[src/ccm_pkg.sv]
// Package with register map, field layout, reset values and states of the CCM control slice.
package ccm_pkg;
  // Register byte offsets.
  localparam logic [11:0] OFF_KS_START   = 12'h000;
  localparam logic [11:0] OFF_CI_START   = 12'h004;
  localparam logic [11:0] OFF_KS_DONE    = 12'h100;
  localparam logic [11:0] OFF_CI_DONE    = 12'h104;
  localparam logic [11:0] OFF_ERR_EVENT  = 12'h108;
  localparam logic [11:0] OFF_SHORTCUT   = 12'h200;
  localparam logic [11:0] OFF_IRQ_SET    = 12'h304;
  localparam logic [11:0] OFF_IRQ_CLR    = 12'h308;
  localparam logic [11:0] OFF_MIC_RESULT = 12'h400;
  localparam logic [11:0] OFF_UNIT_EN    = 12'h500;
  // Field positions inside the enable registers and the shortcut register.
  localparam int BIT_KS_DONE   = 0;
  localparam int BIT_CI_DONE   = 1;
  localparam int BIT_ERROR     = 2;
  localparam int BIT_SHORTCUT  = 0;
  localparam int NUM_EVENTS    = 3;
  // Unit enable field values and reset values.
  localparam logic [1:0]  UNIT_OFF       = 2'h0;
  localparam logic [1:0]  UNIT_ON        = 2'h2;
  localparam logic [2:0]  RST_IRQ_EN     = 3'h0;
  localparam logic [2:0]  RST_EVENTS     = 3'h0;
  localparam logic [1:0]  RST_UNIT_EN    = 2'h0;
  localparam logic        RST_SHORTCUT   = 1'b0;
  localparam logic        RST_MIC        = 1'b0;
  // Default operation lengths in clock cycles at 100 MHz.
  localparam int KS_CYCLES_DEF = 16;
  localparam int CI_CYCLES_DEF = 32;
  // Engine states, Gray coded along idle, key-stream, cipher.
  typedef enum logic [1:0] {
    CCM_IDLE = 2'b00,
    CCM_KS   = 2'b01,
    CCM_CI   = 2'b11
  } ccm_state_t;
endpackage

[src/ccm_ctrl.sv]
// CCM control slice: task start, completion events, shortcut, interrupt enables, MIC status and unit enable.
//
// Summary of operation
// - Shortcut chains key-stream done into cipher start.
// - Set register bit 0 enables key-stream interrupt.
// - Set register bit 1 enables cipher-done interrupt.
// - Set register bit 2 enables error interrupt.
// - Clear register bit 0 disables key-stream interrupt.
// - Clear register bit 1 disables cipher-done interrupt.
// - Clear register bit 2 disables error interrupt.
// - Unit enable field: 0 off, 2 on.
// - Key-stream task runs, self-ends, raises done event.
// - Cipher task runs, self-ends, raises done event.
`timescale 1ns/10ps
module ccm_ctrl #(
  parameter int KS_CYCLES = ccm_pkg::KS_CYCLES_DEF,
  parameter int CI_CYCLES = ccm_pkg::CI_CYCLES_DEF
) (
  input  wire logic        mclk,
  input  wire logic        srst,
  input  wire logic        psel,
  input  wire logic        penable,
  input  wire logic        pwrite,
  input  wire logic [11:0] paddr,
  input  wire logic [31:0] pwdata,
  output logic             pready,
  output logic [31:0]      prdata,
  output logic             pslverr,
  input  wire logic        decrypt_mode,
  input  wire logic        mic_pass,
  output logic             keystream_busy,
  output logic             cipher_busy,
  output logic             irq
);

  localparam int CW = $clog2((KS_CYCLES > CI_CYCLES ? KS_CYCLES : CI_CYCLES) + 1);

  ccm_pkg::ccm_state_t state;
  logic [CW-1:0]       cnt;
  logic [2:0]          events;
  logic [2:0]          irq_en;
  logic                shortcut_en;
  logic [1:0]          unit_enable;
  logic                mic_ok;
  logic                wr_en;
  logic                hit;
  logic                ks_last;
  logic                ci_last;
  logic                ks_trig;
  logic                ci_trig;
  logic                unit_on;
  logic                chain;
  logic [2:0]          next_events;
  logic [31:0]         next_rdata;

  // A write lands only at the access edge where pready is sampled high.
  assign wr_en   = psel & penable & pready & pwrite;
  assign ks_last = (state == ccm_pkg::CCM_KS) && (cnt == CW'(KS_CYCLES - 1));
  assign ci_last = (state == ccm_pkg::CCM_CI) && (cnt == CW'(CI_CYCLES - 1));
  assign unit_on = (unit_enable == ccm_pkg::UNIT_ON);
  assign ks_trig = wr_en && (paddr == ccm_pkg::OFF_KS_START) && pwdata[0] && unit_on;
  assign ci_trig = wr_en && (paddr == ccm_pkg::OFF_CI_START) && pwdata[0] && unit_on;
  assign chain   = ks_last && shortcut_en;

  always_comb begin
    case (paddr)
      ccm_pkg::OFF_KS_START, ccm_pkg::OFF_CI_START, ccm_pkg::OFF_KS_DONE, ccm_pkg::OFF_CI_DONE,
      ccm_pkg::OFF_ERR_EVENT, ccm_pkg::OFF_SHORTCUT, ccm_pkg::OFF_IRQ_SET, ccm_pkg::OFF_IRQ_CLR,
      ccm_pkg::OFF_MIC_RESULT, ccm_pkg::OFF_UNIT_EN: hit = 1'b1;
      default: hit = 1'b0;
    endcase
  end

  // Zero-wait slave: data and pready are prepared in the setup cycle.
  always_ff @(posedge mclk) begin
    if (srst) begin
      pready  <= 1'b0;
      prdata  <= 32'h0000_0000;
      pslverr <= 1'b0;
    end else if (psel && !penable && !pready) begin
      pready  <= 1'b1;
      prdata  <= pwrite ? 32'h0000_0000 : next_rdata;
      pslverr <= !hit;
    end else begin
      pready  <= 1'b0;
      prdata  <= 32'h0000_0000;
      pslverr <= 1'b0;
    end
  end

  always_comb begin
    next_rdata = 32'h0000_0000;
    case (paddr)
      ccm_pkg::OFF_KS_DONE:    next_rdata[0]   = events[ccm_pkg::BIT_KS_DONE];
      ccm_pkg::OFF_CI_DONE:    next_rdata[0]   = events[ccm_pkg::BIT_CI_DONE];
      ccm_pkg::OFF_ERR_EVENT:  next_rdata[0]   = events[ccm_pkg::BIT_ERROR];
      ccm_pkg::OFF_SHORTCUT:   next_rdata[0]   = shortcut_en;
      ccm_pkg::OFF_IRQ_SET:    next_rdata[2:0] = irq_en;
      ccm_pkg::OFF_IRQ_CLR:    next_rdata[2:0] = irq_en;
      ccm_pkg::OFF_MIC_RESULT: next_rdata[0]   = mic_ok;
      ccm_pkg::OFF_UNIT_EN:    next_rdata[1:0] = unit_enable;
      default:                 next_rdata      = 32'h0000_0000;
    endcase
  end

  always_ff @(posedge mclk) begin
    if (srst) begin
      shortcut_en <= ccm_pkg::RST_SHORTCUT;
    end else if (wr_en && paddr == ccm_pkg::OFF_SHORTCUT) begin
      shortcut_en <= pwdata[ccm_pkg::BIT_SHORTCUT];
    end
  end

  always_ff @(posedge mclk) begin
    if (srst) begin
      unit_enable <= ccm_pkg::RST_UNIT_EN;
    end else if (wr_en && paddr == ccm_pkg::OFF_UNIT_EN) begin
      unit_enable <= pwdata[1:0];
    end
  end

  // set and clear of the enables, per event bit.
  // Set and clear live at different addresses, so they never meet in one cycle.
  always_ff @(posedge mclk) begin
    if (srst) begin
      irq_en <= ccm_pkg::RST_IRQ_EN;
    end else if (wr_en && paddr == ccm_pkg::OFF_IRQ_SET) begin
      irq_en <= irq_en | pwdata[2:0];
    end else if (wr_en && paddr == ccm_pkg::OFF_IRQ_CLR) begin
      irq_en <= irq_en & ~pwdata[2:0];
    end
  end

  // engine: each task runs its fixed length and stops by itself.
  always_ff @(posedge mclk) begin
    if (srst) begin
      state <= ccm_pkg::CCM_IDLE;
      cnt   <= '0;
    end else if (!unit_on) begin
      state <= ccm_pkg::CCM_IDLE;
      cnt   <= '0;
    end else begin
      case (state)
        ccm_pkg::CCM_IDLE: begin
          cnt <= '0;
          if (ks_trig) begin
            state <= ccm_pkg::CCM_KS;
          end else if (ci_trig) begin
            state <= ccm_pkg::CCM_CI;
          end
        end
        ccm_pkg::CCM_KS: begin
          cnt <= ks_last ? '0 : cnt + 1'b1;
          if (ks_last) begin
            state <= chain ? ccm_pkg::CCM_CI : ccm_pkg::CCM_IDLE;
          end
        end
        ccm_pkg::CCM_CI: begin
          cnt <= ci_last ? '0 : cnt + 1'b1;
          if (ci_last) begin
            state <= ccm_pkg::CCM_IDLE;
          end
        end
        default: begin
          state <= ccm_pkg::CCM_IDLE;
          cnt   <= '0;
        end
      endcase
    end
  end

  // Event flags: software writes store bit 0, a hardware event set wins over a clear.
  // A task trigger while the engine is busy raises the error event and is dropped.
  always_comb begin
    next_events = events;
    for (int i = 0; i < ccm_pkg::NUM_EVENTS; i++) begin
      if (wr_en && paddr == (ccm_pkg::OFF_KS_DONE + 12'(4 * i))) begin
        next_events[i] = pwdata[0];
      end
    end
    if (ks_last) begin
      next_events[ccm_pkg::BIT_KS_DONE] = 1'b1;
    end
    if (ci_last) begin
      next_events[ccm_pkg::BIT_CI_DONE] = 1'b1;
    end
    if ((ks_trig || ci_trig) && state != ccm_pkg::CCM_IDLE) begin
      next_events[ccm_pkg::BIT_ERROR] = 1'b1;
    end
  end

  always_ff @(posedge mclk) begin
    if (srst) begin
      events <= ccm_pkg::RST_EVENTS;
    end else begin
      events <= next_events;
    end
  end

  // MIC result only updated by a finishing decryption.
  always_ff @(posedge mclk) begin
    if (srst) begin
      mic_ok <= ccm_pkg::RST_MIC;
    end else if (ci_last && decrypt_mode) begin
      mic_ok <= mic_pass;
    end
  end

  // interrupt level, one cycle behind the flags.
  always_ff @(posedge mclk) begin
    if (srst) begin
      irq <= 1'b0;
    end else begin
      irq <= |(events & irq_en);
    end
  end

  always_ff @(posedge mclk) begin
    if (srst) begin
      keystream_busy <= 1'b0;
      cipher_busy    <= 1'b0;
    end else begin
      keystream_busy <= (state == ccm_pkg::CCM_KS);
      cipher_busy    <= (state == ccm_pkg::CCM_CI);
    end
  end
endmodule // ccm_ctrl

[config.mk]
export PLATFORM = sky130hd
export DESIGN_NAME = ccm_ctrl
export DESIGN_NICKNAME = d
export VERILOG_FILES = /design/src/ccm_pkg.sv /design/src/ccm_ctrl.sv
export SDC_FILE = /design/constraint.sdc
export NUM_CORES = 1
export LEC_CHECK = 0
export BUFFER_PORTS_ARGS = -buffer_cell sky130_fd_sc_hd__clkbuf_2
export CAP_MARGIN = 25
export CELL_PAD_IN_SITES_DETAIL_PLACEMENT = 0
export CELL_PAD_IN_SITES_GLOBAL_PLACEMENT = 1
export CORE_UTILIZATION = 34
export CTS_BUF_LIST = sky130_fd_sc_hd__clkbuf_4 sky130_fd_sc_hd__clkbuf_8 sky130_fd_sc_hd__clkbuf_16
export DETAILED_ROUTE_END_ITERATION = 12
export PLACE_DENSITY_LB_ADDON = 0.1
export SETUP_SLACK_MARGIN = 0.4
export SYNTH_ARGS = -nofsm -noshare
export SYNTH_HDL_FRONTEND = slang
export SYNTH_SLANG_ARGS = --single-unit
[constraint.sdc]
create_clock -name mclk -period 5 [get_ports mclk]
set_input_delay 1.5 -clock mclk [delete_from_list [all_inputs] [get_ports mclk]]
set_output_delay 1.5 -clock mclk [all_outputs]
set_load 0.005 [all_outputs]
Word-level counts from Yosys, hierarchy flattened
Index checks and enable logic that the tools add are counted.
{ "word_totals": {"register_bits": 55, "input_bits": 51, "out_inout_bits": 37, "word_cells": 105} }
{ "op_classes": {"n_addsub": 1, "n_eq_ne": 17, "n_mux": 21, "bitwise": 10, "reduce_logical": 39} }
{ "ops": {"columns": ["op", "count"], "rows": [
  ["$eq 12x10->1 const B", 3],
  ["$eq 12x9->1 const B", 3],
  ["$eq 12x11->1 const B", 2],
  ["$logic_and 1x1->1", 20],
  ["$eq 12x3->1 const B", 1],
  ["$logic_not 12->1", 1],
  ["$mux 6", 2],
  ["$pmux 6 s2", 1],
  ["$mux 2", 5],
  ["$reduce_bool 2->1", 5],
  ["$reduce_or 10->1", 1],
  ["$mux 1", 8],
  ["$pmux 1 s7", 1],
  ["$add 6x1->6 const B", 1],
  ["$and 3x3->3", 2],
  ["$eq 6x4->1 const B", 1],
  ["$eq 6x5->1 const B", 1],
  ["$mux 3", 2],
  ["$pmux 2 s3", 1],
  ["$reduce_or 2->1", 3],
  ["$reduce_or 3->1", 2],
  ["$eq 2x2->1 const B", 2],
  ["$ne 2x2->1 const B", 2],
  ["$reduce_or 4->1", 1],
  ["other kinds (11)", 17]
]} }

Depth between registers and ports, before layout
Gate-level depths: netlist of the first run.
{ "logic_depth": {"ltp_word": 9, "ltp_mapped": 6, "ltp_nobuf": 5} }

Worst setup path after synthesis of the first run
No wires, ideal clock.
{ "synth_path": {"kind": "input to register", "from": "in paddr[1]", "to": "reg unit_enable[0]", "setup_time_ns": 0.119, "arrival_time_ns": 2.850, "required_time_ns": 4.881, "slack_ns": 2.031, "stages": 5, "n_path_buf": 1, "cell_sequence": "or4_4 -> buf_6 -> or4_4 -> o21ai_2 -> a21oi_1"} }
{ "synth_between": {"elab_chain_len": 2} }
{ "synth_rtl": {"columns": ["element", "line_no", "rtl"], "rows": [
  ["from (decl)", "ccm_ctrl.sv:24", "input wire logic [11:0] paddr,"],
  ["$eq 12x11->1", "ccm_ctrl.sv:117", "end else if (wr_en && paddr == ccm_pkg::OFF_UNIT_EN) begin"],
  ["$logic_and 1x1->1", "ccm_ctrl.sv:117", null],
  ["to (signal assigned)", "ccm_ctrl.sv:116", "unit_enable <= ccm_pkg::RST_UNIT_EN;"],
  ["to (signal assigned)", "ccm_ctrl.sv:118", "unit_enable <= pwdata[1:0];"],
  ["to (decl)", "ccm_ctrl.sv:43", "logic [1:0] unit_enable;"]
]} }
No other way between the ends.
A chain may end at the register's enable or synchronous reset.

Worst setup path in the final report of the first run
{ "layout_path": {"from": "in paddr[3]", "to": "reg unit_enable[1]"} }
Same word-level chain as after synthesis.

==> flow_summary_export.csv, run 1 <==
group,metric,value,unit
status,status,"complete, no violations",
synthesis,synth_cell_types,51,
power,powerDensity,235,nW/um^2
cts,cts_tree,"yes",
grt,grt_max_degree,17,
synthesis,synth_edf_count,0,
grt,grt_pass1_vias,1323,
critical_path,path_cells,"clkbuf_2 > or3b_2 > or4_4 > o21ai_2 > a21oi_1",
drt,drt-initial-drc-count,114,
critical_path,worstPathRequired,5.16,ns
critical_path,critPathLaunchType,"input pin",
cells_and_area,multi_input_area,987,um^2
sta,fin_ws,2.14,ns
grt,grt.overflow.total,0,
synthesis,avgSynthCellArea,8.30,um^2
power,irDropWorstVdd,0.109,mV
sta,hold_viol,0,
critical_path,ff2ff_setup_slack,3.42,ns
cells_and_area,final_layout_size_suffix_gt1_share,19.5,%
flow_run,cap_violations,0,
cts,cts_made_buffers,3,
power,p_leak,0.724,nW
cts,cts.clk_slew.worst_paths,0.10,ns
synthesis,ys_seq_area_share,30.4,%
sta,slew_violations,0,
drt,avgRoutedWirePerCell,13.2,um
sta,setup_viol,0,
cells_and_area,layout.cells.non_filler,293,
cts,ctsHoldBuffers,0,
critical_path,slowest_delay,0.58,ns
placed_design,port_buffers,29,
floorplanning,die_y,72.9,um
sta,period_minus_slack,2.86,ns
synthesis,ys_ff_latch,26,
synthesis,synthArstFlopShare,0,%
grt,grt_pass1_wl,6200,um
cts,cts_resized,0,
critical_path,crit_type,"in2reg",
synthesis,synth_top_cell_by_area,"dfxtp_1",
critical_path,cp.arrival,3.02,ns
cts,htreeDepth,1,
critical_path,path_max_fanout,16,
sta,final.setup_skew,0.00132,ns
critical_path,crit_path_end,"unit_enable[1]",
drt,vias_per_cell,4.99,
sta,rsz0062_at_grt,"false",
sta,fin_crit_sh,57.1,%
floorplanning,coreArea,4790,um^2
critical_path,reg2reg_depth,4,
synthesis,ys.flop_type,"dfxtp_1",
synthesis,synth_area,1710,um^2
placed_design,dp_slack,1.85,ns
drt,postRouteAntennaNets,0,
drt,drc,0,
drt,routed_wl,3860,um
cells_and_area,fin_nets,279,
synthesis,syn_inst,206,
floorplanning,rows,25,
min_path,hp-class,"reg2reg",
cts,worstSkewPairLatency,0.27,ns
cells_and_area,nFillCells,518,
synthesis,synth_area_leaders,"dfxtp_1 30%, buf_4 13%, nor2_1 4.6%",
grt,track_usage,15.1,%
cts,clock-sinks,26,
cts,clockBufferDepth,2,
sta,tightest_slew,0.673,ns
floorplanning,dieWidth,72.9,um
critical_path,slowest_stage,"or3b_2",
sta,max_freq,350,MHz
cells_and_area,utilization,38.1,%
synthesis,synth_top_area_share,30.4,%
placed_design,gp_congestion,0.869,
critical_path,r2r_start,"pready",
critical_path,reg2reg_to,"prdata[0]",
critical_path,crit_path_end_kind,"flop",
cts,cts-root-buf,"clkbuf_8",
floorplanning,pin_count,88,
drt,via_count,1461,
floorplanning,start_util,35.7,%
sta,hold_ws,0.461,ns
sta,maxSlewHeadroom,54.7,%
drt,drt-pass1-iter-count,4,
cts,cts_setup_buffers,0,
cells_and_area,ff_latch_area,520,um^2
grt,antenna_found_initial,0,
cells_and_area,area_delta_synth_final,6.58,%
critical_path,critPathLaunch,"paddr[3]",
placed_design,dpl.cell_count,289,
placed_design,dp_hpwl,2990,um
synthesis,synth_commonest_cells,"30 x buf_4, 26 x dfxtp_1, 21 x nor2_1, 12 x nand3_1",
min_path,hold_start,"cnt[0]",
synthesis,synthMostInstantiatedCell,"buf_4",
synthesis,yosys_warnings,0,
floorplanning,fp.dieArea,5320,um^2
cells_and_area,num_antenna_cells,0,
sta,setup_tns,0,ns
[worst max-delay path, delay by kind of cell]
| family | cells | cell delay, ns |
|---|---|---|
| AND/OR/NAND/NOR | 2 | 1.10 |
| buffers and inverters | 1 | 0.21 |
| AO/OA/AOI/OAI | 2 | 0.20 |
[area by class of cell]
| type | count | area share [%] |
|---|---|---|
| timing repair buffer | 29 | 7.96 |
| clock buffer | 3 | 2.26 |
| multi-input combinational | 163 | 54.2 |
| clock inverter | 1 | 1.65 |
| tap | 67 | 4.60 |
| sequential | 26 | 28.6 |
| inverter | 4 | 0.824 |
[cell families (layout without fill, tap and decap cells)]
family	count (synthesis)	after routing	synth area share, %
flip-flops	26	26	30.4
multiplexers	5	5	3.15
AND/OR/NAND/NOR	92	92	32.3
AO/OA/AOI/OAI	31	31	12.7
buffers and inverters	45	37	18.0
adder cells (fa/ha/maj)	1	1	0.731
XOR/XNOR	5	5	2.56
other	1	29	0.219
[how the worst min path moves through the flow]
stage	endpoint	cells after the start
after floorplan	cnt[0]	1
after CTS	cnt[0]	1
final	cnt[0]	1
after global placement	cnt[0]	1
after detailed placement	cnt[0]	1
after global routing	cnt[0]	1
[layer usage]
metal / part of all wire, % / global-route usage (%) / up-vias
li1: - / - / 717
met1: 47 / 20.6 / 680
met3: 7.5 / 3.18 / 2
met2: 45 / 23.8 / 62
met5: 0 / 0 / -
met4: 0.18 / 4.79 / 0
[cell usage in the layout (no fill, tap or decap), types with 6 or more instances in the layout]
| cell | Yosys | routed |
|---|---|---|
| a21oi_1 | 8 | 8 |
| clkbuf_2 | 0 | 29 |
| conb_1 | 1 | 29 |
| dfxtp_1 | 26 | 26 |
| nand2_1 | 7 | 7 |
| nand3_1 | 12 | 12 |
| nand4_1 | 6 | 6 |
| nor2_1 | 21 | 21 |
| nor2b_1 | 6 | 6 |
| nor3_1 | 8 | 8 |
[where the power goes]
group | total [mW] | switching [mW] | internal [mW]
registers | 0.208 | 0.000328 | 0.208
logic | 0.0413 | 0.0278 | 0.0135
clock network | 0.179 | 0.0718 | 0.107
[per-stage QoR]
| step | instance area, um^2 | power [mW] |
|---|---|---|
| 5_1_grt | 1820 | 0.447 |
| 6_report | 1820 | 0.428 |
| 3_3_place_gp | 1750 | 0.253 |
| 4_1_cts | 1820 | 0.435 |
| 2_1_floorplan | 1820 | 0.254 |
| 3_5_place_dp | 1750 | 0.253 |
(Power assumes the default switching activity.)
==> run 2, diff against run 1 <==
Settings changed: CORE_UTILIZATION 34 to 32.
Clock period 5 ns to 2.88 ns, I/O delays scaled along.
==> flow_summary_export.csv, run 2 (synthesis results as in run 1) <==
group,metric,value,unit
status,status,"complete, no violations",
cts,cts.clk_slew.worst_paths,0.10,ns
sta,period_minus_slack,2.14,ns
cells_and_area,ff_latch_area,520,um^2
critical_path,ff2ff_setup_slack,1.31,ns
sta,max_freq,467,MHz
sta,tightest_slew,0.577,ns
drt,vias_per_cell,4.89,
cts,clock-sinks,26,
sta,hold_viol,0,
cts,cts-root-buf,"clkbuf_8",
drt,drt-pass1-iter-count,4,
placed_design,port_buffers,29,
sta,final.setup_skew,0.00598,ns
grt,grt.overflow.total,0,
cts,cts_tree,"yes",
floorplanning,coreArea,5140,um^2
floorplanning,fp.dieArea,5640,um^2
grt,track_usage,14.6,%
sta,rsz0062_at_grt,"false",
cts,clockBufferDepth,2,
drt,drt-initial-drc-count,122,
drt,drc,0,
critical_path,critPathTopFamily,"simple AND/OR/NAND/NOR gates",
sta,hold_ws,0.450,ns
cells_and_area,final_layout_size_suffix_gt1_share,21.2,%
placed_design,dp_hpwl,3060,um
sta,setup_viol,0,
sta,fin_ws,0.739,ns
grt,antenna_found_initial,0,
critical_path,slowest_delay,0.60,ns
drt,routed_wl,3950,um
critical_path,worstPathRequired,3.06,ns
critical_path,crit_type,"in2reg",
cts,ctsHoldBuffers,0,
drt,via_count,1471,
cts,worstSkewPairLatency,0.28,ns
cts,htreeDepth,1,
sta,slew_violations,0,
floorplanning,die_y,75.1,um
grt,grt_max_degree,16,
cts,cts_setup_buffers,0,
cells_and_area,area_delta_synth_final,9.00,%
critical_path,path_cells,"clkbuf_2 > or4_4 > nor3_4 > nand3_1 > mux2_1",
sta,setup_tns,0,ns
floorplanning,start_util,33.3,%
critical_path,path_buf_inv,1,
grt,grt_pass1_vias,1261,
power,irDropWorstVdd,0.233,mV
critical_path,crit_path_end_kind,"flop",
floorplanning,pin_count,88,
cells_and_area,nFillCells,579,
critical_path,path_max_fanout,6,
cells_and_area,final_cell_mix,"29 x conb_1, 29 x clkbuf_2, 26 x dfxtp_1, 21 x nor2_1, 12 x nand3_1",
placed_design,dp_slack,0.429,ns
floorplanning,dieWidth,75.1,um
cells_and_area,multi_input_area,987,um^2
grt,grt_pass1_wl,6150,um
critical_path,cp.arrival,2.32,ns
power,p_leak,0.748,nW
cts,cts_resized,0,
sta,fin_crit_sh,74.3,%
sta,maxSlewHeadroom,61.2,%
cells_and_area,num_antenna_cells,0,
min_path,hp-class,"reg2reg",
power,powerDensity,404,nW/um^2
floorplanning,rows,26,
cts,cts_made_buffers,3,
placed_design,gp_congestion,0.782,
drt,postRouteAntennaNets,0,
flow_run,cap_violations,0,
drt,avgRoutedWirePerCell,13.1,um
critical_path,critPathLaunchType,"input pin",
cells_and_area,fin_nets,284,
critical_path,slowest_stage,"or4_4",
run 2: cell types whose count changed in the layout (fill, tap and decap cells not counted):
cell / previous run / this run
buf_4: 0 / 5
run 2: path summary, 6_finish.rpt:
path                                from         to  depth (start not counted)
worst max-delay path            paddr[1]       flop                          5
worst min-delay path              cnt[0]     cnt[0]                          1
worst min register to register    cnt[0]     cnt[0]                          1
worst max register to register    pready  prdata[0]                          4
run 2: power breakdown:
group	total [mW]	internal (mW)	switching, mW
Sequential	0.361	0.360	0.000598
Combinational	0.0769	0.0276	0.0493
Clock	0.316	0.186	0.130
run 2: cell type report:
class,count,area share (%)
sequential,26,27.9
clock inverter,1,1.61
clock buffer,3,2.21
inverter,4,0.805
multi-input combinational,163,53.0
timing repair buffer,34,9.80
tap,70,4.70
run 2: layer usage:
metal / up-vias / GRT usage (%) / share of wire, %
met3: 2 / 2.41 / 4.7
met5: - / 0 / 0
met2: 50 / 23.1 / 46
met1: 687 / 20.3 / 49
li1: 732 / - / -
met4: 0 / 4.40 / 0.89
run 2: stage by stage:
| stage | instance area [um^2] | utilization [%] | instances | power [mW] |
|---|---|---|---|---|
| 3_3_place_gp | 1790 | 34.9 | 297 | 0.447 |
| 4_1_cts | 1860 | 36.3 | 301 | 0.762 |
| 5_1_grt | 1860 | 36.3 | 301 | 0.780 |
| 2_1_floorplan | 1820 | - | 234 | 0.441 |
| 6_report | 1860 | 36.3 | 301 | 0.754 |
| 3_5_place_dp | 1790 | 34.9 | 297 | 0.445 |
run 2: worst reg2reg max path: stages, from the launching register on:
cell and delay, ns:
dfxtp_1 0.34, or4b_2 0.70, nor2_1 0.17, nand2_1 0.09, a311oi_1 0.19
==> run 3, diff against run 2 <==
Settings changed: CORE_UTILIZATION 32 to 29.
Clock period 2.88 ns to 1.8 ns, I/O delays scaled along.
==> flow_summary_export.csv, run 3 (synthesis results as in run 1) <==
group,metric,value,unit
cts,clock-sinks,26,
critical_path,worst_path_most_repeated_cell,"buf_6",
flow_run,cap_violations,0,
status,status,"complete, no violations",
floorplanning,fp.dieArea,6210,um^2
grt,grt_pass1_wl,7150,um
sta,setup_viol,0,
power,p_leak,0.963,nW
drt,postRouteAntennaNets,0,
cts,worstSkewPairLatency,0.28,ns
critical_path,cp.arrival,1.96,ns
critical_path,critPathLaunchType,"input pin",
cts,cts.clk_slew.worst_paths,0.10,ns
floorplanning,dieWidth,78.8,um
drt,drt-initial-drc-count,89,
grt,grt.overflow.total,0,
placed_design,gp_congestion,0.754,
sta,fin_crit_sh,97.6,%
min_path,hp-class,"reg2reg",
power,powerDensity,544,nW/um^2
drt,routed_wl,4590,um
sta,rsz0062_at_grt,"true",
critical_path,critPathTopFamily,"simple AND/OR/NAND/NOR gates",
floorplanning,start_util,30.5,%
sta,max_freq,569,MHz
drt,vias_per_cell,4.74,
floorplanning,rows,27,
cts,cts_tree,"yes",
drt,drt-pass1-iter-count,4,
cells_and_area,layout.cells.non_filler,336,
floorplanning,die_y,78.8,um
cts,cts-root-buf,"clkbuf_8",
critical_path,crit_type,"in2reg",
sta,slew_violations,0,
critical_path,path_buf_inv,3,
grt,track_usage,14.9,%
drt,drc,0,
critical_path,worstPathRequired,2.00,ns
critical_path,crit_path_end_kind,"flop",
critical_path,path_cells,"buf_6 > or4_4 > buf_6 > nor4_4 > buf_4 > a32oi_2 > nor3_2",
critical_path,slowest_stage,"or4_4",
cts,cts_made_buffers,3,
critical_path,path_max_fanout,4,
floorplanning,coreArea,5610,um^2
placed_design,dpl.cell_count,325,
grt,antenna_found_initial,0,
placed_design,port_buffers,29,
cells_and_area,final_cell_mix,"29 x conb_1, 28 x buf_4, 26 x clkbuf_2, 25 x dfxtp_1, 20 x nor2_1",
grt,grt_pass1_vias,1417,
floorplanning,pin_count,88,
cells_and_area,layout_commonest_cell,"conb_1",
sta,setup_tns,0,ns
power,irDropWorstVdd,0.385,mV
grt,grt_max_degree,16,
sta,hold_viol,0,
cells_and_area,final_layout_size_suffix_gt1_share,39.4,%
sta,period_minus_slack,1.76,ns
critical_path,slowest_delay,0.57,ns
cts,htreeDepth,1,
cts,clockBufferDepth,2,
cells_and_area,utilization,41.5,%
drt,avgRoutedWirePerCell,13.7,um
placed_design,dp_hpwl,3310,um
sta,final.setup_skew,0.0105,ns
cells_and_area,num_antenna_cells,0,
cells_and_area,fin_nets,317,
drt,via_count,1593,
cts,ctsHoldBuffers,0,
cells_and_area,area_delta_synth_final,35.9,%
[run 3: power by group]
group          switching [mW]  internal [mW]
Sequential            0.00103          0.577
Clock                   0.197          0.298
Combinational           0.100         0.0906
Total                   0.299          0.965
[run 3: cell type report]
class / count / area (um^2)
Fill cell: 583 / 3280
Multi-Input combinational cell: 163 / 1130
Sequential cell: 26 / 522
Timing Repair Buffer: 67 / 499
Tap cell: 72 / 90.1
Clock buffer: 3 / 41.3
Clock inverter: 1 / 30.0
Inverter: 4 / 15.0
[run 3: stage by stage]
step,total power [mW],hold WS (ns),instance area (um^2),setup WS (ns)
floorplan,0.709,0.418,1850,-0.152
global placement,0.753,0.433,2030,-0.250
detailed placement,0.752,0.438,2030,-0.255
CTS,1.26,0.460,2190,0.0877
global route,1.32,0.444,2320,0.00632
finish,1.26,0.421,2320,0.0440
[run 3: repair_timing]
action                     in CTS  in global routing
buffers inserted                3                  4
setup endpoints to repair      19                 21
pin swaps                      15                 17
resized for setup              14                 25
[run 3: path summary, 6_finish.rpt]
kind,cells after the start,from,slack [ns],end
setup reg to reg,5,pready,0.33,events[0]
hold reg to reg,1,cnt[0],0.42,cnt[0]
setup / recovery,7,paddr[5],0.04,prdata[1]
hold / removal,1,cnt[0],0.42,cnt[0]
[run 3: routing by layer]
layer | track usage (%) | vias to the layer above | wire [um]
li1 | - | 793 | -
met1 | 21.3 | 741 | 2220
met2 | 23.6 | 53 | 2140
met3 | 1.72 | 6 | 182
met4 | 3.89 | 0 | 46
met5 | 0 | - | 0
